**config.mk**
```make
export PLATFORM = sky130hd
export DESIGN_NAME = lscr_regs
export DESIGN_NICKNAME = d
export VERILOG_FILES = /design/src/rtl/lscr_pkg.sv /design/src/rtl/lscr_timer.sv /design/src/rtl/lscr_regs.sv
export SDC_FILE = /design/constraint.sdc
export NUM_CORES = 1
export LEC_CHECK = 0
export BUFFER_PORTS_ARGS = -buffer_cell sky130_fd_sc_hd__buf_2
export CAP_MARGIN = 15
export CORE_MARGIN = 5
export CORE_UTILIZATION = 45
export DETAILED_ROUTE_END_ITERATION = 7
export GPL_TIMING_DRIVEN = 0
export SYNTH_ARGS = -nofsm -noshare
export SYNTH_HDL_FRONTEND = slang
export SYNTH_SLANG_ARGS = --single-unit
export TNS_END_PERCENT = 50
```
**constraint.sdc**
```tcl
create_clock -name core_clk_i -period 12.8 [get_ports core_clk_i]
set_input_delay 1.28 -clock core_clk_i [delete_from_list [all_inputs] [get_ports core_clk_i]]
set_output_delay 1.28 -clock core_clk_i [all_outputs]
set_load 0.005 [all_outputs]
```
**src/rtl/lscr_pkg.sv**
```systemverilog
// Package with register map, field layout and timing constants of the LED switch register bank
package lscr_pkg;

   // ****************************************
   // Register offsets
   // ****************************************
   localparam logic [7:0] ADDR_CHAN_B_HIGH = 8'h05;
   localparam logic [7:0] ADDR_CHAN_B_LOW = 8'h06;
   localparam logic [7:0] ADDR_CHAN_C_HIGH = 8'h07;
   localparam logic [7:0] ADDR_CHAN_C_LOW = 8'h08;
   localparam logic [7:0] ADDR_SWITCH_DIRECT = 8'h09;
   localparam logic [7:0] ADDR_MEASURE_MUX = 8'h0a;
   localparam logic [7:0] ADDR_DEAD_TIME = 8'h0b;
   localparam logic [7:0] ADDR_DIRECT_MODE = 8'h11;
   localparam logic [7:0] ADDR_SWITCH_STATUS = 8'h12;

   // ****************************************
   // Reset values
   // ****************************************
   localparam logic [7:0] RST_CHAN_HIGH = 8'h00;
   localparam logic [7:0] RST_CHAN_LOW = 8'h00;
   localparam logic [7:0] RST_SWITCH_DIRECT = 8'h00;
   localparam logic [7:0] RST_MEASURE_MUX = 8'h00;
   localparam logic [7:0] RST_DEAD_TIME = 8'h00;
   localparam logic RST_DIRECT_MODE = 1'b0;

   // ****************************************
   // Field positions
   // ****************************************
   localparam int CODE_HIGH_MSB = 1;
   localparam int SW_C_BIT = 7;
   localparam int SW_B_BIT = 6;
   localparam int SW_A_BIT = 5;
   localparam int UV_TRIM_MSB = 4;
   localparam int MUX_EN_BIT = 7;
   localparam int MUX_CAL_DIS_BIT = 6;
   localparam int MUX_GAIN_MSB = 5;
   localparam int MUX_GAIN_LSB = 4;
   localparam int MUX_SEL_MSB = 3;

   // ****************************************
   // Timing
   // ****************************************
   localparam int CLK_PERIOD_NS = 20;
   localparam int SYNC_STAGES = 3;
   localparam int OFF_MIN_NS = 333;
   localparam int OFF_MAX_NS = 444;
   localparam int DEAD_FIRST_NS = 333;
   localparam int DEAD_STEP_NS = 111;
   // Off wait counted after the pin synchroniser and edge stage
   localparam logic [15:0] OFF_WAIT_NS = 16'(OFF_MIN_NS - SYNC_STAGES * CLK_PERIOD_NS);
   localparam int OFF_MIN_CYC = (OFF_MIN_NS + CLK_PERIOD_NS - 1) / CLK_PERIOD_NS;
   localparam int OFF_MAX_CYC = OFF_MAX_NS / CLK_PERIOD_NS;

   // Channel select decode
   localparam logic [1:0] SEL_NONE = 2'h0;
   localparam logic [1:0] SEL_A = 2'h1;
   localparam logic [1:0] SEL_B = 2'h2;
   localparam logic [1:0] SEL_C = 2'h3;

   typedef enum logic [1:0]
   {
      SW_STEADY = 2'b00,
      SW_OFF_WAIT = 2'b01,
      SW_DEAD = 2'b10
   } lscr_sw_state_type;

endpackage

```
**src/rtl/lscr_timer.sv**
```systemverilog
// Delay timer with nanosecond targets, rounded up to whole clock cycles, for switch off wait and dead time
`timescale 1ns/100ps
module lscr_timer
   import lscr_pkg::*;
(
   // Clock and reset
   input wire logic core_clk_i,
   input wire logic rst_i,
   // Control
   input wire logic start_i,
   input wire logic [15:0] target_ns_i,
   // Status
   output logic busy_o,
   output logic done_o
);

   logic [15:0] acc;
   logic [15:0] next_acc;
   logic [15:0] target;
   logic [15:0] next_target;
   logic busy;
   logic next_busy;
   logic done;
   logic next_done;
   logic [15:0] sum;

   // Accumulates elapsed ns so the least time rounds up to whole cycles
   always_comb
   begin
      sum = acc + 16'(CLK_PERIOD_NS);
      next_acc = acc;
      next_target = target;
      next_busy = busy;
      next_done = 1'b0;
      if (start_i)
      begin
         next_acc = 16'h0000;
         next_target = target_ns_i;
         next_busy = 1'b1;
      end
      else if (busy)
      begin
         next_acc = sum;
         if (sum >= target)
         begin
            next_busy = 1'b0;
            next_done = 1'b1;
         end
      end
   end

   always_ff @(posedge core_clk_i)
   begin
      if (rst_i)
      begin
         acc <= 16'h0000;
         target <= 16'h0000;
         busy <= 1'b0;
         done <= 1'b0;
      end
      else
      begin
         acc <= next_acc;
         target <= next_target;
         busy <= next_busy;
         done <= next_done;
      end
   end

   assign busy_o = busy;
   assign done_o = done;

endmodule

```
**src/rtl/lscr_regs.sv**
```systemverilog
// LED switch and current register bank with break-before-make channel switching
//
// Function
// [RULE1] Channel C code bits 9:8 at 07h
// [RULE2] Channel C code bits 7:0 at 08h
// [RULE3] Software keeps current codes at or below 307h
// [RULE4] Channel C code zero means zero current
// [RULE5] Channel B code uses same mapping
// [RULE6] Direct bits drive switches C, B, A
// [RULE7] Five-bit undervoltage trim, default zero
// [RULE8] Measure mux enable, cal, gain, select
// [RULE9] Eight-bit dead time register at 0Bh
// [RULE10] Dead time 0, 333 ns, plus 111 ns
// [RULE11] Switches off 333-444 ns after select change
// [RULE12] Upper high-register bits stored, no effect
//
// Added by the designer: strobed register access.
`timescale 1ns/100ps
module lscr_regs
   import lscr_pkg::*;
(
   // Clock and reset
   input wire logic core_clk_i,
   input wire logic rst_i,
   // Register port
   input wire logic [7:0] reg_addr_i,
   input wire logic [7:0] reg_wdata_i,
   input wire logic reg_wr_i,
   input wire logic reg_rd_i,
   output logic [7:0] reg_rdata_o,
   // Channel select pin
   input wire logic [1:0] channel_select_input_i,
   // Current codes to the regulation DACs
   output logic [9:0] chan_b_current_code_o,
   output logic [9:0] chan_c_current_code_o,
   // Channel switches
   output logic chan_a_switch_o,
   output logic chan_b_switch_o,
   output logic chan_c_switch_o,
   // Analog controls
   output logic [4:0] undervoltage_trim_o,
   output logic measure_mux_enable_o,
   output logic measure_cal_disable_o,
   output logic [1:0] measure_gain_o,
   output logic [3:0] measure_input_select_o
);

   // ****************************************
   // Register state
   // ****************************************
   logic [7:0] chan_b_code_high;
   logic [7:0] chan_b_code_low;
   logic [7:0] chan_c_code_high;
   logic [7:0] chan_c_code_low;
   logic [7:0] switch_direct_bits;
   logic [7:0] measure_mux;
   logic [7:0] dead_time_code;
   logic direct_mode;
   logic [7:0] rdata;
   logic [7:0] next_chan_b_code_high;
   logic [7:0] next_chan_b_code_low;
   logic [7:0] next_chan_c_code_high;
   logic [7:0] next_chan_c_code_low;
   logic [7:0] next_switch_direct_bits;
   logic [7:0] next_measure_mux;
   logic [7:0] next_dead_time_code;
   logic next_direct_mode;
   logic [7:0] next_rdata;

   // ****************************************
   // Switch sequencing state
   // ****************************************
   logic [1:0] sel_meta;
   logic [1:0] sel_sync;
   logic [1:0] sel_last;
   logic [1:0] sel_target;
   logic [1:0] next_sel_target;
   lscr_sw_state_type sw_state;
   lscr_sw_state_type next_sw_state;
   logic [2:0] sw_on;
   logic [2:0] next_sw_on;
   logic timer_start;
   logic [15:0] timer_target;
   logic timer_busy;
   logic timer_done;
   logic [15:0] dead_ns;
   logic sel_changed;
   logic off_again;
   logic next_off_again;
   logic [2:0] sel_onehot;

   // ****************************************
   // Register writes and reads
   // ****************************************
   always_comb
   begin
      next_chan_b_code_high = chan_b_code_high;
      next_chan_b_code_low = chan_b_code_low;
      next_chan_c_code_high = chan_c_code_high;
      next_chan_c_code_low = chan_c_code_low;
      next_switch_direct_bits = switch_direct_bits;
      next_measure_mux = measure_mux;
      next_dead_time_code = dead_time_code;
      next_direct_mode = direct_mode;
      next_rdata = 8'h00;
      if (reg_wr_i)
      begin
         case (reg_addr_i)
            ADDR_CHAN_B_HIGH: next_chan_b_code_high = reg_wdata_i;
            ADDR_CHAN_B_LOW: next_chan_b_code_low = reg_wdata_i;
            // Spare upper bits are kept so software reads back what it wrote
            ADDR_CHAN_C_HIGH: next_chan_c_code_high = reg_wdata_i; // [RULE1] [RULE12]
            ADDR_CHAN_C_LOW: next_chan_c_code_low = reg_wdata_i; // [RULE2]
            ADDR_SWITCH_DIRECT: next_switch_direct_bits = reg_wdata_i; // [RULE6] [RULE7]
            ADDR_MEASURE_MUX: next_measure_mux = reg_wdata_i; // [RULE8]
            ADDR_DEAD_TIME: next_dead_time_code = reg_wdata_i; // [RULE9]
            ADDR_DIRECT_MODE: next_direct_mode = reg_wdata_i[0];
            default: next_direct_mode = direct_mode;
         endcase
      end
      if (reg_rd_i)
      begin
         case (reg_addr_i)
            ADDR_CHAN_B_HIGH: next_rdata = chan_b_code_high;
            ADDR_CHAN_B_LOW: next_rdata = chan_b_code_low;
            ADDR_CHAN_C_HIGH: next_rdata = chan_c_code_high;
            ADDR_CHAN_C_LOW: next_rdata = chan_c_code_low;
            ADDR_SWITCH_DIRECT: next_rdata = switch_direct_bits;
            ADDR_MEASURE_MUX: next_rdata = measure_mux;
            ADDR_DEAD_TIME: next_rdata = dead_time_code;
            ADDR_DIRECT_MODE: next_rdata = {7'h00, direct_mode};
            ADDR_SWITCH_STATUS: next_rdata = {1'b0, timer_busy, sw_state, sel_sync, sw_on[2], sw_on[1]};
            default: next_rdata = 8'h00;
         endcase
      end
   end

   always_ff @(posedge core_clk_i)
   begin
      if (rst_i)
      begin
         chan_b_code_high <= RST_CHAN_HIGH;
         chan_b_code_low <= RST_CHAN_LOW;
         chan_c_code_high <= RST_CHAN_HIGH;
         chan_c_code_low <= RST_CHAN_LOW;
         switch_direct_bits <= RST_SWITCH_DIRECT;
         measure_mux <= RST_MEASURE_MUX;
         dead_time_code <= RST_DEAD_TIME;
         direct_mode <= RST_DIRECT_MODE;
         rdata <= 8'h00;
      end
      else
      begin
         chan_b_code_high <= next_chan_b_code_high;
         chan_b_code_low <= next_chan_b_code_low;
         chan_c_code_high <= next_chan_c_code_high;
         chan_c_code_low <= next_chan_c_code_low;
         switch_direct_bits <= next_switch_direct_bits;
         measure_mux <= next_measure_mux;
         dead_time_code <= next_dead_time_code;
         direct_mode <= next_direct_mode;
         rdata <= next_rdata;
      end
   end

   // ****************************************
   // Channel select synchroniser
   // ****************************************
   always_ff @(posedge core_clk_i)
   begin
      if (rst_i)
      begin
         sel_meta <= SEL_NONE;
         sel_sync <= SEL_NONE;
         sel_last <= SEL_NONE;
      end
      else
      begin
         sel_meta <= channel_select_input_i;
         sel_sync <= sel_meta;
         sel_last <= sel_sync;
      end
   end

   assign sel_changed = (sel_sync != sel_last);

   // ****************************************
   // Per-channel select decode
   // ****************************************
   // Select code ch+1 picks switch ch; code 0 leaves all off
   genvar ch;
   generate
      for (ch = 0; ch < 3; ch++)
      begin : g_chan
         assign sel_onehot[ch] = (sel_target == 2'(ch + 1));
      end
   endgenerate

   // ****************************************
   // Break-before-make sequencing
   // ****************************************
   // Code 0 gives no dead time beyond the one cycle the timer needs
   assign dead_ns = (dead_time_code == 8'h00) ? 16'h0000 :
      16'(DEAD_FIRST_NS) + 16'(DEAD_STEP_NS) * {8'h00, dead_time_code - 8'h01}; // [RULE10]

   always_comb
   begin
      next_sw_state = sw_state;
      next_sw_on = sw_on;
      next_sel_target = sel_target;
      next_off_again = off_again;
      timer_start = 1'b0;
      timer_target = OFF_WAIT_NS;
      if (next_direct_mode)
      begin
         // Direct mode bypasses sequencing; software owns the overlap
         next_sw_on = {next_switch_direct_bits[SW_C_BIT], next_switch_direct_bits[SW_B_BIT],
            next_switch_direct_bits[SW_A_BIT]}; // [RULE6]
         next_sw_state = SW_STEADY;
         next_sel_target = sel_sync;
         next_off_again = 1'b0;
      end
      else if (direct_mode)
      begin
         // Leaving direct mode: all off, a full dead time, then the pin rules
         next_sw_on = 3'b000;
         next_sel_target = sel_sync;
         next_off_again = 1'b0;
         timer_start = 1'b1;
         timer_target = dead_ns; // [RULE9]
         next_sw_state = SW_DEAD;
      end
      else
      begin
         case (sw_state)
            SW_STEADY:
            begin
               next_sw_state = SW_STEADY;
            end
            SW_OFF_WAIT:
            begin
               if (timer_done)
               begin
                  next_sw_on = 3'b000; // [RULE11]
                  timer_start = 1'b1;
                  if (off_again)
                  begin
                     // A later change gets its own full off wait, switches held off
                     timer_target = OFF_WAIT_NS;
                     next_off_again = 1'b0;
                  end
                  else
                  begin
                     timer_target = dead_ns; // [RULE9]
                     next_sw_state = SW_DEAD;
                  end
               end
            end
            SW_DEAD:
            begin
               if (timer_done)
               begin
                  next_sw_on = sel_onehot;
                  next_sw_state = SW_STEADY;
               end
            end
            default:
            begin
               next_sw_on = 3'b000;
               next_sw_state = SW_STEADY;
            end
         endcase
         if (sel_changed)
         begin
            next_sel_target = sel_sync;
            if (sw_state == SW_OFF_WAIT && !timer_done)
            begin
               // Keep the running wait so the first change still meets its window
               next_off_again = 1'b1; // [RULE11]
            end
            else
            begin
               // Switches already off in dead time stay off
               if (sw_state == SW_DEAD)
               begin
                  next_sw_on = 3'b000;
               end
               timer_start = 1'b1;
               timer_target = OFF_WAIT_NS;
               next_off_again = 1'b0;
               next_sw_state = SW_OFF_WAIT;
            end
         end
      end
   end

   always_ff @(posedge core_clk_i)
   begin
      if (rst_i)
      begin
         sw_state <= SW_STEADY;
         sw_on <= 3'b000;
         sel_target <= SEL_NONE;
         off_again <= 1'b0;
      end
      else
      begin
         sw_state <= next_sw_state;
         sw_on <= next_sw_on;
         sel_target <= next_sel_target;
         off_again <= next_off_again;
      end
   end

   lscr_timer u_timer
   (
      .core_clk_i(core_clk_i),
      .rst_i(rst_i),
      .start_i(timer_start),
      .target_ns_i(timer_target),
      .busy_o(timer_busy),
      .done_o(timer_done)
   );

   // ****************************************
   // Outputs
   // ****************************************
   assign reg_rdata_o = rdata;
   // Codes pass unclamped; the DAC maps 0 to zero current, rising monotonic
   assign chan_b_current_code_o = {chan_b_code_high[CODE_HIGH_MSB:0], chan_b_code_low}; // [RULE5]
   assign chan_c_current_code_o = {chan_c_code_high[CODE_HIGH_MSB:0], chan_c_code_low}; // [RULE1] [RULE2] [RULE4]
   assign chan_a_switch_o = sw_on[0];
   assign chan_b_switch_o = sw_on[1];
   assign chan_c_switch_o = sw_on[2];
   assign undervoltage_trim_o = switch_direct_bits[UV_TRIM_MSB:0]; // [RULE7]
   assign measure_mux_enable_o = measure_mux[MUX_EN_BIT]; // [RULE8]
   assign measure_cal_disable_o = measure_mux[MUX_CAL_DIS_BIT];
   assign measure_gain_o = measure_mux[MUX_GAIN_MSB:MUX_GAIN_LSB];
   assign measure_input_select_o = measure_mux[MUX_SEL_MSB:0];

endmodule

```
After elaboration in Yosys (flattened, before gate mapping) --
Cells that the tools add are included.
Word-level totals: word-level logic and storage cells 109, flip-flop bits (word level) 113
Operators by class: bitwise operators 2, mux-type cells 45, $lt $le $gt $ge 1, add/subtract/negate cells 3, reduce and logical (&&, ||, !) cells 20, multiply operators 1, eq/ne operators 15
Operators with widths (count):
- $mux 16 | 8
- $pmux 8 s9 | 1
- $eq 8x4->1 const B | 4
- $eq 8x3->1 const B | 3
- $mux 3 | 7
- $mux 2 | 9
- $add 16x5->16 const B | 1
- $add 9x15->16 const A | 1
- $eq 8x5->1 const B | 2
- $ge 16x16->1 | 1
- $mux 1 | 16
- $mux 8 | 2
- $reduce_and 2->1 | 8
- $mul 7x8->15 const A | 1
- $pmux 3 s3 | 1
- $logic_not 8->1 | 1
- $sub 8x1->8 const B | 1
- $eq 2x2->1 const B | 3
- $reduce_or 2->1 | 3
- $reduce_or 3->1 | 2
- $eq 2x1->1 const B | 2
- $pmux 2 s2 | 1
- $reduce_bool 2->1 | 2
- $reduce_bool 3->1 | 1
- other kinds (5) | 6

Logic depth before layout (Yosys ltp) --
Gate-level depths: netlist of run 1.
depth after elaboration 11, mapped depth 21

Cells and area by module --
From an unflattened synthesis of run 1, not the netlist that was laid out.
Unflattened totals: cells, all modules 837, area, all modules 7395.8 µm²
By module, submodules not included:
- lscr_regs | cells an instance 626, area an instance 5551.6 µm², times used 1
- lscr_timer | cells an instance 211, area an instance 1844.3 µm², times used 1

Worst setup path before layout of run 1 --
No wires, ideal clock.
kind register to register, from register dead_time_code[0], to register u_timer.target[15], setup slack 7.605 ns, period minus slack after synthesis 5.195 ns, data required time 12.683 ns, setup time 0.117 ns, data arrival time 5.078 ns, cell stages (with the launch flop) 19, cells stage by stage dfxtp_1 -> clkbuf_1 -> inv_1 -> ha_1 -> or3b_2 -> xnor2_1 -> ha_1 -> fa_1 -> fa_1 -> inv_1 -> fa_1 -> inv_1 -> ha_1 -> a21oi_1 -> o211ai_1 -> a31oi_1 -> a21oi_1 -> xnor2_1 -> a22o_1
Between the ends: longest elaborated chain between the ends 11
Ends and longest elaborated chain:
- start, declared | RTL line lscr_regs.sv:57 | logic [7:0] dead_time_code;
- start signal, assigned | RTL line lscr_regs.sv:160 | dead_time_code <= next_dead_time_code;
- $sub 8x1->8 | RTL line lscr_regs.sv:204 | 16'(DEAD_FIRST_NS) + 16'(DEAD_STEP_NS) * {8'h00, dead_time_code - 8'h01};
- $mul 7x8->15 | RTL line lscr_regs.sv:204
- $add 9x15->16 | RTL line lscr_regs.sv:204
- $mux 16 (*) | RTL line lscr_regs.sv:203 | assign dead_ns = (dead_time_code == 8'h00) ? 16'h0000 :
- $mux 16 | RTL line lscr_regs.sv:246 | if (off_again)
- $mux 16 | RTL line lscr_regs.sv:242 | if (timer_done)
- $mux 16 | RTL line lscr_regs.sv:235 | case (sw_state)
- $mux 16 | RTL line lscr_regs.sv:276 | if (sw_state == SW_OFF_WAIT && !timer_done)
- $mux 16 | RTL line lscr_regs.sv:273 | if (sel_changed)
- $mux 16 (*) | RTL line lscr_regs.sv:223 | else if (direct_mode)
- $mux 16 (*) | RTL line lscr_regs.sv:214 | if (next_direct_mode)
- end signal, assigned | RTL line lscr_timer.sv:64 | target <= next_target;
- end, declared | RTL line lscr_timer.sv:19 | logic [15:0] target;
Mark *: on every way between the ends. The rest lies on a longest branch, timed or not. A chain may end at the register's enable or synchronous reset.

Worst setup path after layout of run 1 --
from register dead_time_code[0], to register u_timer.target[14]
The elaborated chain is that of the path after synthesis.

==> results summary, run 1 <==
The run finished with clean final reports. The total number of yosys warnings is 0. The uppermost signal routing layer after detailed routing is met4. The final weighted congestion in routability-driven placement is 0.945. The signal arrival time at the worst endpoint is 6.27 ns.

The average via count per standard cell is 5.60. The number of hold violations in the final report came out at 0. The first-pass GRT wire length came out at 30300 um. The mapped cell area came out at 6830 um2. The kind of start point of the critical path is a flop. For the final database, setup skew stands at 0.00978 ns. From synthesis to final layout, the design area changed by 12.5%. The setup TNS came out at 0 ns. The H-tree was split into 3 levels. The transition at the pin with the smallest max-transition slack came out at 1.21 ns. The detailed router placed 6005 vias in this run. The post-synthesis compound-gate area fraction is 16.6%. The final number of max-transition violations is 0. The via count of the first global-routing pass came to 6057. The amount of wire on met2 after detailed routing is 9210 um. The mux contribution to synthesized area came out at 1.92%. A synthesized cell averages 8.46 um2.

The number of flops mapped to enable cells by yosys came out at 0. The average detailed-routed wire length per instance came out at 17.4 um. For this run, the register share of the synthesized area comes to 32.5%. The analysis attributes to cell leakage a power of 3.30 nW. The total of cells resized after clock tree synthesis came out at 0. The min-delay analysis places its worst path in the category reg2reg. The count of cells along the worst hold path is 1. The sequential cells in the finished layout cover a total of 2220 um2. The placed cell count came out at 1056. The buffer cell driving the clock tree root is sky130_fd_sc_hd__clkbuf_16. STA puts the critical path data required time at 13.05 ns. The register-to-register setup slack came out at 6.78 ns. The clock latency on the worst-skew pair is 0.36 ns. The start of the worst register-to-register path is dead_time_code[0]$_SDFFE_PP0P_. The xor/xnor cell area share of the yosys netlist is 5.90%.

CTS saw 111 sinks. Power spread over the standard cell area amounts to 97.1 nW/um2. The hold path endpoint is sel_sync[1]$_SDFF_PP0_.

The clock tree from TritonCTS is yes. The number of hold buffers added after cts came out at 0. The number of nets in the final layout is 984. The final routed wirelength across all metal layers came out at 18600 um. The floorplan step defined a core boundary enclosing 15000 um2. The maximum fanout along the worst path is 9. The boundary pin count is 66. The area of the multi-input gates is 4090 um2. Setup repair after global routing left no endpoint under its margin. The final standard cell count with taps included and fillers excluded is 1072. The total global routing track utilization is 21.3%. The count of unresolved DRC violations after routing is 0. The total of fill cells in the finished design is 1453. Measured against its own limit, the worst slew margin works out to 18.8%.

The length of the first detailed-routing pass in iterations came out at 5. The buffers inserted during post-CTS setup optimization is 0. The synthesized flop and latch total came out at 111. After Yosys synthesis, and, or, nand and nor cells account for 18.2% of the synthesized area.

The upper clock frequency limit came out at 166 MHz. The number of violations of the max-capacitance limit is 0. The setup-violating endpoint count in the final report came out at 0. The number of inserted diodes came out at 0.

The final worst-path cycle share is 47.0%. The length in cells of the worst reg-to-reg path is 18. The worst hold path begins at sel_meta[1]$_SDFF_PP0_. The number of buffers on the longest clock path came out at 2. VDD sags by at most 0.0000809 V. The time the final worst path needs with I/O delays and setup is 6.02 ns. The routed length on met3 is 1230 um.

The minimum hold slack is 0.447 ns. The number of buffers inserted during clock tree synthesis came out at 9. The post-route netlist has 12.1% of its cells at a drive strength greater than 1.

The largest net degree at the start of global routing came out at 21. The number of antenna violations at the first check in global routing came to 0. During placement, the flow inserted port buffers numbering 61. Clock-pin slew was measured on the worst setup and hold paths at 0.08 ns.

After synthesis, the largest family of logic cells by area is simple AND/OR/NAND/NOR gates. The instance count of the mapped netlist came out at 807. The violation count after the first detailed-routing iteration is 409.

The sum of overflow across all layers after global routing came out at 0. The routed length on met1 came out at 7650 um. The antenna violation net count after detailed routing came out at 0. The number of nets produced by synthesis is 912.

The overall die width is 133 um. The critical setup path kind is reg2reg. The endpoint of the worst register-to-register path is u_timer.target[14]$_SDFFE_PP0P_. The netlist uses 54 different library cells. The detailed placement HPWL came out at 14500 um. The effective utilization at floorplan is 45.4%. The chip height came out at 133 um. Of the total synthesized cell area, the portion taken by full adders, half adders and majority gates is 17.3%. The async set or reset register ratio after synthesis is 0%. In the synthesized netlist the dominant register cell turns out to be sky130_fd_sc_hd__dfxtp_1.

The floorplan has 45 rows. The worst setup path is captured at a flop. The floorplan step defined a die boundary enclosing 17700 um2.
==> cells in the mapped netlist, types with 2 or more instances <==
| master | number | area share (%) |
|---|---|---|
| sky130_fd_sc_hd__nor3_1 | 9 | 0.66 |
| sky130_fd_sc_hd__buf_4 | 12 | 1.3 |
| sky130_fd_sc_hd__nor2_1 | 38 | 2.1 |
| sky130_fd_sc_hd__ha_1 | 64 | 12 |
| sky130_fd_sc_hd__nor2b_1 | 13 | 1.2 |
| sky130_fd_sc_hd__nand4_1 | 5 | 0.46 |
| sky130_fd_sc_hd__o31ai_1 | 2 | 0.22 |
| sky130_fd_sc_hd__o21ai_0 | 19 | 1.4 |
| sky130_fd_sc_hd__o211ai_1 | 4 | 0.44 |
| sky130_fd_sc_hd__o21a_1 | 2 | 0.22 |
| sky130_fd_sc_hd__nor2_2 | 2 | 0.18 |
| sky130_fd_sc_hd__nor3b_1 | 4 | 0.44 |
| sky130_fd_sc_hd__xor2_1 | 21 | 2.7 |
| sky130_fd_sc_hd__inv_1 | 80 | 4.4 |
| sky130_fd_sc_hd__a22o_1 | 19 | 2.4 |
| sky130_fd_sc_hd__a211oi_1 | 7 | 0.77 |
| sky130_fd_sc_hd__or2_2 | 5 | 0.46 |
| sky130_fd_sc_hd__dfxtp_1 | 111 | 33 |
| sky130_fd_sc_hd__fa_1 | 19 | 5.6 |
| sky130_fd_sc_hd__o21bai_1 | 4 | 0.44 |
| sky130_fd_sc_hd__and3_1 | 4 | 0.37 |
| sky130_fd_sc_hd__a31oi_1 | 12 | 1.1 |
| sky130_fd_sc_hd__or3_1 | 7 | 0.64 |
| sky130_fd_sc_hd__mux2i_1 | 12 | 1.8 |
| sky130_fd_sc_hd__a22oi_1 | 16 | 1.8 |
| sky130_fd_sc_hd__a21oi_1 | 70 | 5.1 |
| sky130_fd_sc_hd__buf_2 | 4 | 0.29 |
| sky130_fd_sc_hd__o22ai_1 | 2 | 0.18 |
| sky130_fd_sc_hd__buf_1 | 2 | 0.11 |
| sky130_fd_sc_hd__a21o_1 | 9 | 0.99 |
| sky130_fd_sc_hd__a222oi_1 | 2 | 0.29 |
| sky130_fd_sc_hd__a221oi_1 | 7 | 0.90 |
| sky130_fd_sc_hd__nor4_1 | 2 | 0.18 |
| sky130_fd_sc_hd__and2_1 | 2 | 0.18 |
| sky130_fd_sc_hd__nand3_1 | 58 | 4.2 |
| sky130_fd_sc_hd__nand2b_1 | 9 | 0.82 |
| sky130_fd_sc_hd__clkbuf_1 | 24 | 1.3 |
| sky130_fd_sc_hd__xnor2_1 | 25 | 3.2 |
| sky130_fd_sc_hd__nand2_1 | 85 | 4.7 |
==> state kept, by name (all words and copies together) (netlist names), 3 cells and up <==
register,cells
u_timer.acc,14
chan_c_code_low,8
chan_b_code_high,8
u_timer.target,16
reg_rdata_o,8
measure_mux,8
chan_c_code_high,8
chan_b_code_low,8
switch_direct_bits,8
dead_time_code,8
sw_on,3
==> power breakdown <==
group / total, W / switching [W] / internal (W) / leakage (nW)
sequential: 0.000354 / 0.00000453 / 0.000350 / 0.897
combinational: 0.0000946 / 0.0000573 / 0.0000373 / 2.25
clock: 0.000297 / 0.000141 / 0.000156 / 0.155
total: 0.000746 / 0.000203 / 0.000543 / 3.30
==> placed cells by master (no fill, tap or decap), drive strengths merged, types with 3 or more instances in the layout <==
cell	netlist	routed
a31oi	12	12
nor2	40	40
fa	19	19
dfxtp	111	111
xor2	21	21
o211ai	4	4
mux2i	12	12
xnor2	25	25
a211oi	7	7
o21ai	20	20
buf	19	80
nand2b	9	9
nand3	58	58
and3	4	4
and2	3	3
a21o	9	9
a22oi	16	16
nor2b	13	13
or3	7	7
inv	80	83
a221oi	7	7
clkinv	0	3
or2	5	5
ha	64	64
nand4	5	5
a21oi	70	70
nor3b	6	6
nor3	9	9
clkbuf	24	33
nand2	85	85
o21bai	4	4
a22o	19	19
nor4	3	3
==> final cells by class <==
class / instances / share of cell area, %
Buffer: 43 / 2.85
Clock buffer: 9 / 2.93
Clock inverter: 7 / 1.16
Inverter: 80 / 3.91
Multi-Input combinational cell: 573 / 53.2
Sequential cell: 111 / 28.9
Tap cell: 188 / 3.06
Timing Repair Buffer: 61 / 3.97
==> worst max-delay path, cell delays in order (launching register included) <==
cell and delay (ns):
sky130_fd_sc_hd__dfxtp_1 0.34, sky130_fd_sc_hd__clkbuf_1 0.24, sky130_fd_sc_hd__inv_1 0.24, sky130_fd_sc_hd__ha_1 0.32
sky130_fd_sc_hd__or3b_2 0.48, sky130_fd_sc_hd__xnor2_1 0.64, sky130_fd_sc_hd__ha_1 0.40, sky130_fd_sc_hd__fa_1 0.52
sky130_fd_sc_hd__fa_1 0.54, sky130_fd_sc_hd__inv_1 0.06, sky130_fd_sc_hd__fa_1 0.55, sky130_fd_sc_hd__inv_1 0.05
sky130_fd_sc_hd__ha_1 0.36, sky130_fd_sc_hd__nand3_1 0.09, sky130_fd_sc_hd__a211oi_1 0.27, sky130_fd_sc_hd__nor2_1 0.13
sky130_fd_sc_hd__a221oi_1 0.37, sky130_fd_sc_hd__xor2_1 0.11, sky130_fd_sc_hd__a22o_1 0.21
==> how the worst max path moves through the flow <==
stage,start,end
final,dead_time_code[0]$_SDFFE_PP0P_,u_timer.target[14]$_SDFFE_PP0P_
after global routing,dead_time_code[0]$_SDFFE_PP0P_,u_timer.target[15]$_SDFFE_PP0P_
after CTS,dead_time_code[0]$_SDFFE_PP0P_,u_timer.target[14]$_SDFFE_PP0P_
after detailed placement,dead_time_code[0]$_SDFFE_PP0P_,u_timer.target[14]$_SDFFE_PP0P_
after global placement,dead_time_code[0]$_SDFFE_PP0P_,u_timer.target[15]$_SDFFE_PP0P_
after floorplan,dead_time_code[0]$_SDFFE_PP0P_,u_timer.target[15]$_SDFFE_PP0P_
==> per-stage QoR <==
step	utilization (%)	area [um2]	power (W)	worst slack, ns
2_1_floorplan	-	6830	0.000430	7.61
3_3_place_gp	49.0	7370	0.000454	6.87
3_5_place_dp	49.0	7370	0.000457	6.79
4_1_cts	51.1	7680	0.000754	6.77
5_1_grt	51.1	7680	0.000781	6.35
6_report	51.1	7680	0.000746	6.78
==> metal layers <==
metal	track usage [%]	vias up
li1	-	2920
met4	8.23	0
met5	0	-
met1	25.5	2836
met2	37.1	216
met3	4.83	33
==> cells by family after synthesis <==
family,count (synthesis)
and+or+nand+nor,253
AOI/OAI and AO/OA,178
buffers and inverters,123
DFF,111
adders and majority gates,83
xor gates and xnor gates,46
muxes,13
Note: power is estimated with default switching activity, not from simulation.
==> run 2: changes to the inputs <==
- PLACE_DENSITY: not set -> 0.66
- clock period: 12.8 -> 5.5 ns (I/O delays scaled with it)
==> run 2 against run 1 <==
Via count fell by 1.7%. Global-route usage is 1.5 points lower. Design area rose by 1.0%. First-iteration DRC count is 1.5% higher. Core utilization increased by 0.52 points. Combinational power grew 130%. Total power grew 130%. Final cell count grew 0.37%. Clock power is 120% higher.
==> results summary, run 2 (synthesis gave the netlist of run 1 again) <==
The total of fill cells in the finished design came out at 1443. After detailed routing, the number of vias per cell comes to 5.49. The class of the tightest hold or removal check is in2reg. The final standard cell count with taps included and fillers excluded is 1076. The start of the worst register-to-register path is dead_time_code[3]$_SDFFE_PP0P_. The worst setup path is captured at a flop. After the first detailed-routing iteration, the DRC count stood at 415. The number of antenna violations at the first check in global routing is 0. The worst setup path is of the reg2reg kind. The final number of max-transition violations came out at 0.

The length of the first detailed-routing pass in iterations is 5. The overall via count from detail_route came out at 5903. At the pin with the least slew margin, the transition time is 0.980 ns. The power density relative to cell area is 218 nW/um2.

The register-to-register setup slack came out at 0.25 ns. The signal arrival time at the worst endpoint came out at 5.51 ns. In this run the most critical hold path is launched from channel_select_input_i[1]. The overall die width is 133 um. CTS placed an instance of sky130_fd_sc_hd__clkbuf_16 at the clock tree root.

The finished cells cover 7760 um2. The clock tree from TritonCTS is yes. The growth of design area from synthesis to finish came out at 13.7%.

The post-detailed-placement cell area is 7370 um2. The number of nets in the final layout is 988. The boundary pin count is 66. The first global-routing pass estimated 28800 um of wire. The total leakage power came out at 3.33 nW.

The maximum fanout along the worst path is 7. The total global routing track utilization is 19.8%. The die footprint came out at 17700 um2. In the final layout, the share of cells above drive strength 1 is 13.9%.

Counting flops per register, the top entry is u_timer.target. The port buffer count came out at 61. VDD sags by at most 0.000149 V. The antenna violation net count after detailed routing came out at 0. The number of buffers inserted during clock tree synthesis is 9. At the later pin of the worst-skew pair, clock insertion delay measures 0.36 ns. The initial utilization of the core area, before any placement, comes to 45.4%. The worst setup path is launched from a flop. The via count of the first global-routing pass came out at 5601. The count of unresolved DRC violations after routing came out at 0. The register with the most flip-flops in the layout has 16 of them. The final worst-path cycle share is 95.5%. The upper clock frequency limit is 190 MHz. The endpoint of the worst register-to-register path is u_timer.target[14]$_SDFFE_PP0P_. The most common cell after layout, fill and taps aside is sky130_fd_sc_hd__dfxtp_1. The post-route core utilization came out at 51.6%.

Routability-driven placement finished with a final weighted congestion of 0.869. After detailed placement, the design holds a cell count of 1056. The top cell types in the final layout, fill and taps aside, are 111 x sky130_fd_sc_hd__dfxtp_1, 85 x sky130_fd_sc_hd__nand2_1, 79 x sky130_fd_sc_hd__inv_1. The number of H-tree levels is 3. The repair_antennas step left the layout with diodes totalling 0. The hold path endpoint is sel_meta[1]$_SDFF_PP0_. Summed over all layers, the routed wires come to 17600 um.

The sum of overflow across all layers after global routing came out at 0. The relative slew slack is 34.1%. Counting instances, the worst hold path has a depth of 2. The worst-case clock skew is 0.0155 ns. The flow ran to the end, and the final reports show no timing, DRC or antenna violations.

The minimum hold slack is 0.408 ns. The number of buffers on the longest clock path is 2. Max-cap violations in this run came to 0.

The required time of the critical path is 5.75 ns. The die is 133 um tall. The setup-violating endpoint count in the final report is 0.

The core region is 15000 um2. The clock input transition at the sequential cells of the worst setup and hold paths came out at 0.08 ns. The length in cells of the worst reg-to-reg path is 17. In the final layout, the registers with the most flip-flops are u_timer.target: 16 flops, u_timer.acc: 14 flops.

The detailed placement HPWL is 13300 um. The number of core rows came out at 45. The number of hold violations in the final report is 0. The CTS sink count is 111.

The largest net degree at the start of global routing came out at 21. After detailed routing, the average wire length per cell comes to 16.4 um. The time the final worst path needs with I/O delays and setup came out at 5.25 ns.
## run 2: changes by cell type in the layout (fill, tap and decap cells not counted), sizes merged
cell / previous run / this run
buf: 80 / 84
bufinv: 1 / 0
clkinv: 3 / 5
inv: 83 / 82
## run 2: final cells by class
cell class,instances,area (um2),area share [%]
clock buffer,9,225,2.90
inverter,80,300,3.87
buffer,43,223,2.87
sequential,111,2220,28.6
clock inverter,7,68.8,0.886
multi-input combinational,573,4150,53.5
timing repair buffer,65,335,4.32
tap,188,235,3.03
## run 2: critical path, cell delays in order, from the launching register on
cell                       delay [ns]
sky130_fd_sc_hd__dfxtp_1         0.30
sky130_fd_sc_hd__clkbuf_1        0.19
sky130_fd_sc_hd__or3_1           0.41
sky130_fd_sc_hd__or3b_2          0.54
sky130_fd_sc_hd__xnor2_4         0.26
sky130_fd_sc_hd__ha_1            0.31
sky130_fd_sc_hd__fa_1            0.51
sky130_fd_sc_hd__fa_1            0.55
sky130_fd_sc_hd__inv_1           0.06
sky130_fd_sc_hd__fa_1            0.53
sky130_fd_sc_hd__inv_1           0.04
sky130_fd_sc_hd__ha_2            0.36
sky130_fd_sc_hd__a21oi_2         0.08
sky130_fd_sc_hd__o21ai_0         0.24
sky130_fd_sc_hd__nor2_1          0.10
sky130_fd_sc_hd__a221oi_1        0.33
sky130_fd_sc_hd__xor2_1          0.13
sky130_fd_sc_hd__a22o_1          0.20
## run 2: how the worst max path moves through the flow
stage,from,endpoint,cells after the start
after global routing,dead_time_code[3]$_SDFFE_PP0P_,u_timer.target[14]$_SDFFE_PP0P_,18
after CTS,dead_time_code[0]$_SDFFE_PP0P_,u_timer.target[14]$_SDFFE_PP0P_,18
after global placement,dead_time_code[0]$_SDFFE_PP0P_,u_timer.target[15]$_SDFFE_PP0P_,18
after floorplan,dead_time_code[0]$_SDFFE_PP0P_,u_timer.target[15]$_SDFFE_PP0P_,18
after detailed placement,dead_time_code[0]$_SDFFE_PP0P_,u_timer.target[15]$_SDFFE_PP0P_,18
final,dead_time_code[3]$_SDFFE_PP0P_,u_timer.target[14]$_SDFFE_PP0P_,17
## run 2: per-stage QoR
| step | total power, W | worst slack (ns) | TNS [ns] |
|---|---|---|---|
| floorplan | 0.00100 | 0.305 | 0 |
| global placement | 0.00106 | -0.538 | -2.45 |
| detailed placement | 0.00106 | -0.548 | -2.57 |
| CTS | 0.00170 | 0.0246 | 0 |
| global route | 0.00176 | -0.0218 | -0.0218 |
| finish | 0.00169 | 0.245 | 0 |
## run 2: timing repair
item | CTS | global route
resized for setup | 6 | 9
endpoints found under the setup margin | 8 | 6
cloned | 0 | 0
setup buffers | 3 | 1
hold buffers | 0 | 0
pin swaps | 2 | 2
## run 2: report_power, final
part / switching, W / internal [W]
clock: 0.000329 / 0.000318
combinational: 0.000132 / 0.0000880
sequential: 0.0000107 / 0.000814
total: 0.000472 / 0.00122
## run 2: metal layers
metal  wire (um)  global-route usage, %  up-vias
met5           0                      0        -
met4         547                   7.09        0
met3         924                   3.32       38
met2        8000                   31.6      179
met1        8130                   27.2     2754
li1            -                      -     2932
